===== src/arf_pkg.sv =====
// Constants shared by the converter result-format and control logic.
// Assumes an 8-bit special function register space with paged access.
package arf_pkg;
	localparam int          RES_W         = 12;
	localparam int          ACC_W         = 16;
	localparam logic [7:0]  ADDR_RES_LOW  = 8'hBD;
	localparam logic [7:0]  ADDR_RES_HIGH = 8'hBE;
	localparam logic [7:0]  ADDR_CTRL     = 8'hE8;
	localparam logic [7:0]  SFR_PAGE      = 8'h00;
	localparam logic [7:0]  RST_RES_LOW   = 8'h00;
	localparam logic [7:0]  RST_RES_HIGH  = 8'h00;
	localparam logic [7:0]  RST_CTRL      = 8'h00;
	// Control register field positions
	localparam int          CN_ENABLE     = 7;
	localparam int          CN_BURST      = 6;
	localparam int          CN_DONE       = 5;
	localparam int          CN_BUSY       = 4;
	localparam int          CN_WINDOW     = 3;
	localparam int          CN_LJUST      = 2;
	localparam int          CN_CM_HI      = 1;
	localparam int          CN_CM_LO      = 0;
	// Start source codes
	localparam logic [1:0]  CM_SOFTWARE   = 2'h0;
	localparam logic [1:0]  CM_TIMER1     = 2'h1;
	localparam logic [1:0]  CM_EXTERNAL   = 2'h2;
	localparam logic [1:0]  CM_TIMER2     = 2'h3;
	// Repeat codes and high-byte masks for right justification
	localparam logic [1:0]  RPT_1         = 2'h0;
	localparam logic [1:0]  RPT_4         = 2'h1;
	localparam logic [1:0]  RPT_8         = 2'h2;
	localparam logic [1:0]  RPT_16        = 2'h3;
	localparam logic [7:0]  MASK_RPT_1    = 8'h0F;
	localparam logic [7:0]  MASK_RPT_4    = 8'h1F;
	localparam logic [7:0]  MASK_RPT_8    = 8'h3F;
	localparam logic [7:0]  MASK_RPT_16   = 8'hFF;
	typedef enum logic [1:0] {ST_IDLE, ST_CONV, ST_TRIG} arf_state_e;
endpackage

===== src/arf_fmt_if.sv =====
// Carrier between the control logic and the result formatter.
// Assumes both ends run on the same clock.
`timescale 1ns/1ps
interface arf_fmt_if;
	logic [arf_pkg::ACC_W-1:0] acc;
	logic                      ljust;
	logic [1:0]                rpt;
	logic [7:0]                hi;
	logic [7:0]                lo;
	modport ctrl (output acc, output ljust, output rpt, input hi, input lo);
	modport fmt  (input acc, input ljust, input rpt, output hi, output lo);
endinterface


===== src/arf_ctrl.sv =====
// Converter control register, start selection, accumulation and result
// registers. Assumes a SAR core outside that converts on conv_start_o and
// returns one result with a done pulse; window compare is also outside.
// The repeat code comes in from the neighbouring configuration register.
`timescale 1ns/1ps
module arf_ctrl
(
	input  wire logic        ref_clk_i,        // System clock, 100 MHz
	input  wire logic        resetn_i,         // Async reset, active low
	input  wire logic [7:0]  sfr_page_i,       // Current SFR page
	input  wire logic [7:0]  sfr_addr_i,       // Byte address
	input  wire logic        sfr_wr_i,         // Byte write strobe
	input  wire logic        sfr_rd_i,         // Byte read strobe
	input  wire logic [7:0]  sfr_wdata_i,      // Byte write data
	input  wire logic        sfr_bit_wr_i,     // Single-bit write strobe
	input  wire logic [7:0]  sfr_bit_addr_i,   // Bit address
	input  wire logic        sfr_bit_val_i,    // Bit write value
	output logic      [7:0]  sfr_rdata_o,      // Read data, next cycle
	input  wire logic        timer1_ovf_i,     // Timer 1 overflow pulse
	input  wire logic        timer2_ovf_i,     // Timer 2 overflow pulse
	input  wire logic        external_convert_start_i, // Start pin
	input  wire logic        sar_done_i,       // SAR result valid pulse
	input  wire logic [11:0] sar_result_i,     // SAR result
	input  wire logic        window_match_i,   // Window compare hit pulse
	input  wire logic [1:0]  repeat_count_i,   // Repeat code, config register
	output logic             conv_start_o,     // Start one conversion
	output logic             converter_enable_o, // Enable to SAR core
	output logic             burst_enable_o,   // Burst mode to SAR core
	output logic             seq_done_o        // Pulse when sequence ends
);
	////////////////////////////////////////////////////////////////////////
	// Register decode
	function automatic logic hit(input logic [7:0] a, input logic [7:0] r);
		hit = (a == r) && (sfr_page_i == arf_pkg::SFR_PAGE);
	endfunction

	function automatic logic [4:0] last_idx(input logic [1:0] rpt);
		case (rpt)
			arf_pkg::RPT_1:  last_idx = 5'h00;
			arf_pkg::RPT_4:  last_idx = 5'h03;
			arf_pkg::RPT_8:  last_idx = 5'h07;
			default:         last_idx = 5'h0F;
		endcase
	endfunction

	arf_fmt_if fmt_bus ();
	arf_format u_format
	(
		.ref_clk_i (ref_clk_i),
		.resetn_i  (resetn_i),
		.f         (fmt_bus)
	);

	logic [7:0]  cn_q, cn_d, hi_q, hi_d, lo_q, lo_d, rdata_d;
	logic [15:0] acc_q, acc_d;
	logic [4:0]  cnt_q, cnt_d;
	logic        start_q, start_d, done_q, done_d;
	logic [2:0]  ext_q;
	arf_pkg::arf_state_e st_q, st_d;

	////////////////////////////////////////////////////////////////////////
	// Start source selection
	logic       cn_hit, cn_bit_hit, sw_start, ext_rise, trig;
	logic [7:0] cn_wr;
	logic       finish;

	always_comb
	begin
		cn_hit = sfr_wr_i && hit(sfr_addr_i, arf_pkg::ADDR_CTRL);
		cn_bit_hit = sfr_bit_wr_i && sfr_page_i == arf_pkg::SFR_PAGE
			&& sfr_bit_addr_i[7:3] == arf_pkg::ADDR_CTRL[7:3];
		cn_wr = cn_q;
		if (cn_hit)
			cn_wr = sfr_wdata_i;
		else if (cn_bit_hit)
			cn_wr[sfr_bit_addr_i[2:0]] = sfr_bit_val_i;
		sw_start = (cn_hit || cn_bit_hit) && cn_wr[arf_pkg::CN_BUSY];
		ext_rise = ext_q[1] && !ext_q[2];
		// New enable and source apply at once, so one write can start
		case (cn_wr[arf_pkg::CN_CM_HI:arf_pkg::CN_CM_LO])
			arf_pkg::CM_SOFTWARE: trig = sw_start;
			arf_pkg::CM_TIMER1:   trig = timer1_ovf_i;
			arf_pkg::CM_EXTERNAL: trig = ext_rise;
			default:              trig = timer2_ovf_i;
		endcase
	end

	////////////////////////////////////////////////////////////////////////
	// Sequencer and registers
	always_comb
	begin
		fmt_bus.ljust = cn_q[arf_pkg::CN_LJUST];
		fmt_bus.rpt = repeat_count_i;
		st_d = st_q;
		acc_d = acc_q;
		cnt_d = cnt_q;
		start_d = 1'b0;
		finish = 1'b0;
		hi_d = hi_q;
		lo_d = lo_q;
		// Busy is owned by the sequencer; writes only request a start
		cn_d = cn_wr;
		cn_d[arf_pkg::CN_BUSY] = cn_q[arf_pkg::CN_BUSY];
		if (sfr_wr_i && hit(sfr_addr_i, arf_pkg::ADDR_RES_HIGH))
			hi_d = sfr_wdata_i;
		if (sfr_wr_i && hit(sfr_addr_i, arf_pkg::ADDR_RES_LOW))
			lo_d = sfr_wdata_i;
		case (st_q)
			arf_pkg::ST_IDLE:
			begin
				if (cn_wr[arf_pkg::CN_ENABLE] && trig)
				begin
					st_d = arf_pkg::ST_CONV;
					acc_d = 16'h0000;
					cnt_d = 5'h00;
					start_d = 1'b1;
				end
			end
			arf_pkg::ST_CONV:
			begin
				if (sar_done_i)
				begin
					acc_d = acc_q + {4'h0, sar_result_i};
					cnt_d = cnt_q + 5'h01;
					if (cnt_q == last_idx(repeat_count_i))
					begin
						finish = 1'b1;
						st_d = arf_pkg::ST_IDLE;
					end
					else if (cn_q[arf_pkg::CN_BURST])
						start_d = 1'b1;
					else
						st_d = arf_pkg::ST_TRIG;
				end
			end
			arf_pkg::ST_TRIG:
			begin
				if (trig)
				begin
					st_d = arf_pkg::ST_CONV;
					start_d = 1'b1;
				end
			end
			default:
				st_d = arf_pkg::ST_IDLE;
		endcase
		// A write that clears enable aborts even a start it carries
		if (!cn_wr[arf_pkg::CN_ENABLE])
		begin
			st_d = arf_pkg::ST_IDLE;
			start_d = 1'b0;
		end
		cn_d[arf_pkg::CN_BUSY] = (st_d != arf_pkg::ST_IDLE);
		// Hardware set wins over a software clear in the same cycle
		if (finish)
			cn_d[arf_pkg::CN_DONE] = 1'b1;
		if (window_match_i && finish)
			cn_d[arf_pkg::CN_WINDOW] = 1'b1;
		// Formatter must see the sum including the result arriving now
		fmt_bus.acc = acc_d;
		done_d = finish;
		rdata_d = 8'h00;
		if (sfr_rd_i && hit(sfr_addr_i, arf_pkg::ADDR_CTRL))
			rdata_d = cn_q;
		else if (sfr_rd_i && hit(sfr_addr_i, arf_pkg::ADDR_RES_HIGH))
			rdata_d = hi_q;
		else if (sfr_rd_i && hit(sfr_addr_i, arf_pkg::ADDR_RES_LOW))
			rdata_d = lo_q;
	end

	// Result bytes latch the formatted sum of the finished sequence
	logic [7:0] hi_n, lo_n;
	assign hi_n = finish ? fmt_bus.hi : hi_d;
	assign lo_n = finish ? fmt_bus.lo : lo_d;

	always_ff @(posedge ref_clk_i or negedge resetn_i)
	begin
		if (!resetn_i)
		begin
			st_q <= arf_pkg::ST_IDLE;
			cn_q <= arf_pkg::RST_CTRL;
			hi_q <= arf_pkg::RST_RES_HIGH;
			lo_q <= arf_pkg::RST_RES_LOW;
			acc_q <= 16'h0000;
			cnt_q <= 5'h00;
			start_q <= 1'b0;
			done_q <= 1'b0;
			ext_q <= 3'h0;
			sfr_rdata_o <= 8'h00;
		end
		else
		begin
			st_q <= st_d;
			cn_q <= cn_d;
			hi_q <= hi_n;
			lo_q <= lo_n;
			acc_q <= acc_d;
			cnt_q <= cnt_d;
			start_q <= start_d;
			done_q <= done_d;
			// Two-stage synchroniser, third stage for edge detection
			ext_q <= {ext_q[1:0], external_convert_start_i};
			sfr_rdata_o <= rdata_d;
		end
	end

	assign conv_start_o = start_q;
	assign seq_done_o = done_q;
	assign converter_enable_o = cn_q[arf_pkg::CN_ENABLE];
	assign burst_enable_o = cn_q[arf_pkg::CN_BURST];

	////////////////////////////////////////////////////////////////////////
	// Checks
	sw_start_a: assert property (@(posedge ref_clk_i)
		disable iff (!resetn_i)
		(st_q == arf_pkg::ST_IDLE && cn_wr[arf_pkg::CN_ENABLE]
		&& cn_wr[1:0] == arf_pkg::CM_SOFTWARE && sw_start)
		|=> (conv_start_o && cn_q[arf_pkg::CN_BUSY]))
		else $error("software start not taken");
	ext_start_a: assert property (@(posedge ref_clk_i)
		disable iff (!resetn_i)
		(st_q == arf_pkg::ST_IDLE && cn_q[7] && cn_q[1:0] != 2'h2
		&& cn_q[1:0] != 2'h0 && !timer1_ovf_i && !timer2_ovf_i
		&& !cn_hit && !cn_bit_hit)
		|=> !conv_start_o)
		else $error("start without selected source");
	done_set_a: assert property (@(posedge ref_clk_i)
		disable iff (!resetn_i)
		finish |=> (cn_q[5] && seq_done_o && !cn_q[4]))
		else $error("done flag not raised at end");
	done_hold_a: assert property (@(posedge ref_clk_i)
		disable iff (!resetn_i)
		(cn_q[5] && !cn_hit && !cn_bit_hit) |=> cn_q[5])
		else $error("done flag dropped without software");
	count_end_a: assert property (@(posedge ref_clk_i)
		disable iff (!resetn_i)
		finish |-> (cnt_q == last_idx(repeat_count_i)))
		else $error("sequence ended at wrong count");
	result_load_a: assert property (@(posedge ref_clk_i)
		disable iff (!resetn_i)
		(finish && !cn_q[2]) |=> (lo_q == $past(acc_d[7:0])))
		else $error("low byte not loaded with sum");
	bit_write_a: assert property (@(posedge ref_clk_i)
		disable iff (!resetn_i)
		(cn_bit_hit && !cn_hit && sfr_bit_addr_i[2:0] == 3'h7)
		|=> (cn_q[7] == $past(sfr_bit_val_i)))
		else $error("bit write to enable lost");
endmodule


===== src/arf_format.sv =====
// Maps the accumulated sum onto the high/low result byte pair.
// Assumes the sum never exceeds the width implied by the repeat code.
`timescale 1ns/1ps
module arf_format
(
	input  wire logic ref_clk_i, // System clock, assertions only
	input  wire logic resetn_i,  // Async reset, active low
	arf_fmt_if.fmt    f          // Sum in, bytes out
);
	logic [7:0] mask;

	always_comb
	begin
		case (f.rpt)
			arf_pkg::RPT_1:  mask = arf_pkg::MASK_RPT_1;
			arf_pkg::RPT_4:  mask = arf_pkg::MASK_RPT_4;
			arf_pkg::RPT_8:  mask = arf_pkg::MASK_RPT_8;
			default:         mask = arf_pkg::MASK_RPT_16;
		endcase
		if (f.ljust)
		begin
			// Only meaningful for a single conversion
			f.hi = f.acc[11:4];
			f.lo = {f.acc[3:0], 4'h0};
		end
		else
		begin
			// Mask keeps unused upper bits zero even on overflow
			f.hi = f.acc[15:8] & mask;
			f.lo = f.acc[7:0];
		end
	end

	right_single_a: assert property (@(posedge ref_clk_i)
		disable iff (!resetn_i)
		(!f.ljust && f.rpt == 2'h0) |-> (f.hi == {4'h0, f.acc[11:8]}))
		else $error("single right-justified high byte wrong");
	right_acc_a: assert property (@(posedge ref_clk_i)
		disable iff (!resetn_i)
		(!f.ljust && f.rpt == 2'h1) |-> (f.hi[7:5] == 3'h0))
		else $error("four-sum high byte upper bits not zero");
	left_bytes_a: assert property (@(posedge ref_clk_i)
		disable iff (!resetn_i)
		f.ljust |-> (f.lo == {f.acc[3:0], 4'h0} && f.hi == f.acc[11:4]))
		else $error("left-justified bytes wrong");
endmodule


===== config.mk =====
export PLATFORM = sky130hd
export DESIGN_NAME = arf_ctrl
export DESIGN_NICKNAME = d
export VERILOG_FILES = /design/src/arf_pkg.sv /design/src/arf_fmt_if.sv /design/src/arf_ctrl.sv /design/src/arf_format.sv
export SDC_FILE = /design/constraint.sdc
export NUM_CORES = 1
export LEC_CHECK = 0
export ABC_CLOCK_PERIOD_IN_PS = 3400
export BUFFER_PORTS_ARGS = -buffer_cell sky130_fd_sc_hd__buf_2
export CAP_MARGIN = 30
export CORE_MARGIN = 5
export CORE_UTILIZATION = 55
export DETAILED_ROUTE_END_ITERATION = 7
export PLACE_DENSITY_LB_ADDON = 0.1
export SETUP_SLACK_MARGIN = 0.2
export SYNTH_ARGS = -nofsm -noshare
export SYNTH_HDL_FRONTEND = slang
export SYNTH_SLANG_ARGS = --single-unit

===== constraint.sdc =====
create_clock -name ref_clk_i -period 3.4 [get_ports ref_clk_i]
set_clock_uncertainty 0.15 [all_clocks]
set_input_delay 0.68 -clock ref_clk_i [delete_from_list [all_inputs] [get_ports ref_clk_i]]
set_output_delay 0.68 -clock ref_clk_i [all_outputs]
set_load 0.01 [all_outputs]

* After elaboration in Yosys (flattened, before gate mapping)
Cells that the tools add are included.
** Storage, ports and cells
- Bits in read-only memories :: 0
- Register bits after elaboration :: 60
- Memories :: 0
- Word-level logic and storage cells :: 105
- Input port bits :: 57
- Bits in latches :: 0
- Output and inout port bits :: 12
- Bits in writable memories :: 0
** Operators by class
- $lt $le $gt $ge :: 2
- Reductions and logical operators :: 30
- Eq/ne operators :: 13
- Multipliers :: 0
- Bitwise operators :: 1
- Shift operators :: 0
- $add $sub $neg :: 2
- Multiplexer cells :: 44
- Divide/modulo/power cells :: 0
** Operator list (number)
- two-way mux 8 bit :: 11
- two-way mux 16 bit :: 2
- one-hot mux 16 bit (2 select lines) :: 1
- equality test 8 bit, second input constant :: 3
- one-hot mux 8 bit (3 select lines) :: 1
- two-way mux 5 bit :: 4
- adder 16 x 12 -> 16 bit :: 1
- logical AND 1 bit :: 16
- two-way mux 1 bit :: 12
- two-way mux 2 bit :: 6
- one-hot mux 4 bit (3 select lines) :: 1
- one-hot mux 5 bit (2 select lines) :: 1
- nonzero test 2 bit :: 5
- bitwise AND 8 bit :: 1
- bitwise mux 8 bit :: 1
- zero test 8 bit :: 1
- equality test 2 x 1 -> 1 bit, second input constant :: 3
- equality test 2 bit, second input constant :: 3
- zero test 2 bit :: 3
- one-hot mux 1 bit (3 select lines) :: 2
- one-hot mux 2 bit (3 select lines) :: 1
- nonzero test 3 bit :: 2
- adder 5 x 1 -> 5 bit, second input constant :: 1
- equality test 5 bit :: 1
- 8 further kinds :: 9

* Depth between registers and ports, before layout
- Depth after elaboration :: 15
- Depth in mapped cells :: 11
- Mapped depth without buffers :: 10

* Cells and area by module
A second synthesis with hierarchy kept.
** Second synthesis, totals
- Cells, all modules :: 391
- Area total of the unflattened synthesis :: 3642.2 µm²
** By module, submodules not included
- arf_ctrl :: cells each 365, seq. area each 1501.4 µm², times used 1, area each 3427.0 µm²
- arf_format :: cells each 26, seq. area each 0.0 µm², times used 1, area each 215.2 µm²

* Worst setup path after synthesis
No wires, ideal clock.
- Path type :: input port to flip-flop
- Start :: input port sfr_page_i[5]
- End :: register hi_q[0]
- Setup slack :: -0.092 ns
- Stages :: 7
- Required time :: 3.124 ns
- Arrival :: 3.216 ns
- Library setup time :: 0.126 ns
- Buffers on the path :: 0
- Cell sequence :: or4_4 -> or4_4 -> or4_4 -> a31oi_4 -> nand3_4 -> a31o_1 -> a221o_1
** Between the ends
- Elaborated cells on any way between the ends :: 22
- Those cells by class :: 2 x eq/ne; 7 x mux; 1 x bitwise; 12 x reduce/logical
** RTL lines
- start, declared :: RTL line arf_ctrl.sv:10 : input wire logic [7:0] sfr_page_i,
- zero test 8 bit (*) :: RTL line arf_ctrl.sv:34, arf_ctrl.sv:70
- logical AND 1 bit :: RTL line arf_ctrl.sv:70 : cn_bit_hit = sfr_bit_wr_i && sfr_page_i == arf_pkg::SFR_PAGE
- logical AND 1 bit :: RTL line arf_ctrl.sv:71 : && sfr_bit_addr_i[7:3] == arf_pkg::ADDR_CTRL[7:3];
- two-way mux 8 bit :: RTL line arf_ctrl.sv:75 : else if (cn_bit_hit)
- two-way mux 8 bit (*) :: RTL line arf_ctrl.sv:73 : if (cn_hit)
- via cn_d[7] :: RTL line arf_ctrl.sv:54 : logic [7:0] cn_q, cn_d, hi_q, hi_d, lo_q, lo_d, rdata_d;
- logical AND 1 bit (*) :: RTL line arf_ctrl.sv:111 : if (cn_wr[arf_pkg::CN_ENABLE] && trig)
- two-way mux 16 bit (*) :: RTL line arf_ctrl.sv:111
- one-hot mux 16 bit (2 select lines) (*) :: RTL line arf_ctrl.sv:108 : case (st_q)
- via acc_d[8] :: RTL line arf_ctrl.sv:55 : logic [15:0] acc_q, acc_d;
- bitwise AND 8 bit (*) :: RTL line arf_format.sv:29 : f.hi = f.acc[15:8] & mask;
- two-way mux 8 bit (*) :: RTL line arf_format.sv:20 : if (f.ljust)
- two-way mux 8 bit (*) :: RTL line arf_ctrl.sv:173 : assign hi_n = finish ? fmt_bus.hi : hi_d;
- end signal, assigned :: RTL line arf_ctrl.sv:182 : hi_q <= arf_pkg::RST_RES_HIGH;
- end signal, assigned :: RTL line arf_ctrl.sv:195 : hi_q <= hi_n;
- end, declared :: RTL line arf_ctrl.sv:54
The timed path passes the listed nets; every way through them passes the cells marked *. The select of a mux whose other input is x is not followed.
A chain may end at the register's enable or synchronous reset.

* Final worst setup path
- Start :: input port sfr_page_i[1]
- End :: register hi_q[0]
** Between the ends
- Longest elaborated chain between the ends :: 13
- Elaborated cells on any way between the ends :: 22
- Those cells by class :: 2 x eq/ne; 7 x mux; 1 x bitwise; 12 x reduce/logical
** RTL lines
- zero test 8 bit (*) :: RTL line arf_ctrl.sv:34, arf_ctrl.sv:70
- logical AND 1 bit :: RTL line arf_ctrl.sv:70
- logical AND 1 bit :: RTL line arf_ctrl.sv:71
- two-way mux 8 bit :: RTL line arf_ctrl.sv:75
- two-way mux 8 bit (*) :: RTL line arf_ctrl.sv:73
- via cn_d[0] :: RTL line arf_ctrl.sv:54
- equality test 2 bit, or another cell as far along :: RTL line arf_ctrl.sv:80 : case (cn_wr[arf_pkg::CN_CM_HI:arf_pkg::CN_CM_LO])
- one-hot mux 1 bit (3 select lines) (*) :: RTL line arf_ctrl.sv:80
- logical AND 1 bit (*) :: RTL line arf_ctrl.sv:111
- two-way mux 16 bit (*) :: RTL line arf_ctrl.sv:111
- one-hot mux 16 bit (2 select lines) (*) :: RTL line arf_ctrl.sv:108
- via acc_d[8] :: RTL line arf_ctrl.sv:55
- bitwise AND 8 bit (*) :: RTL line arf_format.sv:29
- two-way mux 8 bit (*) :: RTL line arf_format.sv:20
- two-way mux 8 bit (*) :: RTL line arf_ctrl.sv:173
Marked as above.

==> reports/results.ini <==
[logic_synthesis]
synth_edf_count = 0
synth-main-ff-cell = dfrtp_1
async_reset_ff_frac = 1.00
syn_avg_cell_area_um2 = 9.53
synthTopCellsByArea = dfrtp_1 (39%), ha_1 (4.3%), nand2_1 (3.5%), nor2_1 (3.4%), mux2i_1 (3.2%)
seq_area_frac_synth = 0.395
yosysTopAreaCell = dfrtp_1
syn_inst = 399
syn_nets = 470
yosys.area.top_type_share = 0.395
yosysWarnings = 0
ys_types = 75
ys_seq_elements = 60
syn-cell-area_mm2 = 0.00380

[route]
firstDrtPassIters = 5
via_per_inst = 6.21
post_drt_wl_per_cell_um = 19.2
drt_iter0_markers = 269
dr_total_vias = 3763
wirelength_um = 11600
drc = 0
ant_nets = 0

[pwr]
switching_share = 0.241
comb_power_share = 0.120
switchingPower_w = 0.000420
p_leak_nw = 2.54
seq_power_share = 0.420
p_per_area_mw_per_mm2 = 341
irDropWorstVdd_mv = 0.238
internal-power_w = 0.00132
power.share.clock = 0.460
power_w = 0.00174

[sta]
rsz0062_at_grt = true
setup_violations = 0
max_freq_mhz = 296
hold_viol = 0
relSlewSlack = 0.497
period_share = 0.993
slew_violations = 0
min_period_ps = 3370
worst_pin_slew_ps = 754

[floorplanning]
initial_core_util = 0.563
coreArea_mm2 = 0.00676
fp.dieH_um = 93.2
die_area_mm2 = 0.00868
io_pins = 69
fp.dieW_um = 93.2
rows = 30

[worst_setup_path]
arrival_ps = 3450
startpoint = sfr_page_i[1]
endpoint = hi_q[0]
r2r-start = acc_q[0]
cp_max_fo = 5
worst_setup_path_end_kind = register
worstSetupPathType = in2reg
ff2ff_setup_slack_ps = 290
critPathLaunchType = primary input
critPathRequiredTime_ps = 3480
worstReg2RegEnd = hi_q[6]
rr_worst_depth = 10

[global_routing]
antenna_found_initial = 0
grt_max_degree = 61
overflow = 0
grtUsageTotal = 0.272
grt_pass1_wl_um = 18400
first_global_vias = 3698

[placement]
dpl.hpwl_um = 8250
place_area_mm2 = 0.00456
numPortBuffers = 68
place_inst = 577
place_congestion = 0.986

[finish]
instances_no_fill = 606
num_antenna_cells = 0
fin_area_mm2 = 0.00512
fillers = 479
drive_gt1_frac = 0.367
syn2layout_area_growth_pct = 34.6
nets = 592

[run_status]
status = finished clean

[clocking]
path_clk_slew_ps = 70
clockRootBuffer = clkbuf_8
clkSinkCount = 60
insertion_delay_ps = 340
htree_levels = 3
clockBufferDepth = 2
cts_tree = built
cts_buffers = 9

[flow_run]
drv_cap = 0

[min_path]
hp-class = reg2reg

==> per-layer routing <==
metal,GRT usage,part of all wire,wire (µm),up-vias
met2,0.444,0.50,5760,168
li1,-,-,-,1752
met3,0.0531,0.061,714,30
met4,0.117,0.028,331,0
met5,0,0,0,-
met1,0.353,0.41,4810,1813
==> cells in the final DEF, fill, tap and decap left out, types with 12 or more instances in the layout <==
cell type,n
inv_1,27
mux2i_1,12
buf_6,12
ha_1,13
nor2_1,30
o21ai_0,16
dfrtp_1,60
nand2_1,35
buf_4,45
buf_2,66
a21oi_1,14
==> final cells by class <==
type / instances / area (µm²) / share of cell area
multi-input cells: 299 / 2360 / 0.461
flip-flops and latches: 60 / 1500 / 0.293
repair buffers: 123 / 803 / 0.157
clock buffers: 10 / 138 / 0.0269
clock inverters: 6 / 111 / 0.0218
inverters: 28 / 105 / 0.0205
well taps: 80 / 100 / 0.0196
==> cell families (layout without fill, tap and decap cells) <==
family,count (synthesis),count (layout),synth area share
AOI/OAI and AO/OA,121,121,0.245
xor gates and xnor gates,13,13,0.0299
adders and majority gates,14,14,0.0480
buffers and inverters,40,167,0.0405
DFF,60,60,0.395
muxes,14,14,0.0375
and+or+nand+nor,137,137,0.204
==> stage by stage <==
step | setup TNS (ps) | hold slack [ps] | utilization | worst slack (ps)
after floorplan | -197 | 181 | - | -39.6
after CTS | 0 | 208 | 0.735 | 127
final | 0 | 205 | 0.758 | 25.2
after global placement | -4610 | 195 | 0.675 | -243
after detailed placement | -6350 | 190 | 0.675 | -323
after global routing | -6.63 | 219 | 0.758 | -4.05
==> how the worst min path moves through the flow <==
stage               startpoint        to  slack (ps)  cells after the start
floorplan             ext_q[0]  ext_q[1]         180                      0
global route          ext_q[0]  ext_q[1]         220                      0
CTS                   ext_q[0]  ext_q[1]         210                      0
global placement      ext_q[0]  ext_q[1]         190                      0
detailed placement    ext_q[0]  ext_q[1]         190                      0
finish                ext_q[0]  ext_q[1]         200                      0
==> cells in the mapped netlist (all sizes together), types with 8 or more instances <==
cell and instances:
clkbuf 10, nor3 12, nand2 36, nor2 34, a222oi 8, inv 27, mux2i 12, o21ai 23
ha 13, xor2 8, a21oi 15, dfrtp 60
==> sequential cells by signal, indices dropped and copies added (netlist names) <==
| name | cells |
|---|---|
| sfr_rdata_o | 8 |
| acc_q | 16 |
| st_q | 2 |
| ext_q | 3 |
| seq_done_o | 1 |
| cn_q | 8 |
| lo_q | 8 |
| cnt_q | 5 |
| conv_start_o | 1 |
| hi_q | 8 |
==> worst max-delay path: stages <==
cell and delay [ps]:
buf_6 90, or4_4 550, or4_4 600, o31ai_4 240
a31oi_4 180, buf_6 160, o211ai_1 150, nand3_4 190
a31o_1 300, a221o_1 320
==> timing repair <==
item                                    CTS  global route
endpoints found under the setup margin   20            35
gates resized for setup                  19            26
pin swaps                                15             9
hold endpoints to repair                  0             0
hold buffers                              0             0
buffers inserted                          8             5
==> power by group through the flow <==
stage	sequential, W	clock (W)	combinational [W]
after floorplan	0.000744	0	0.000105
after global placement	0.000746	0	0.000192
after detailed placement	0.000746	0	0.000197
after CTS	0.000732	0.000808	0.000203
after global routing	0.000734	0.000837	0.000232
final	0.000733	0.000802	0.000209
Power figures use the tool's default switching activity.
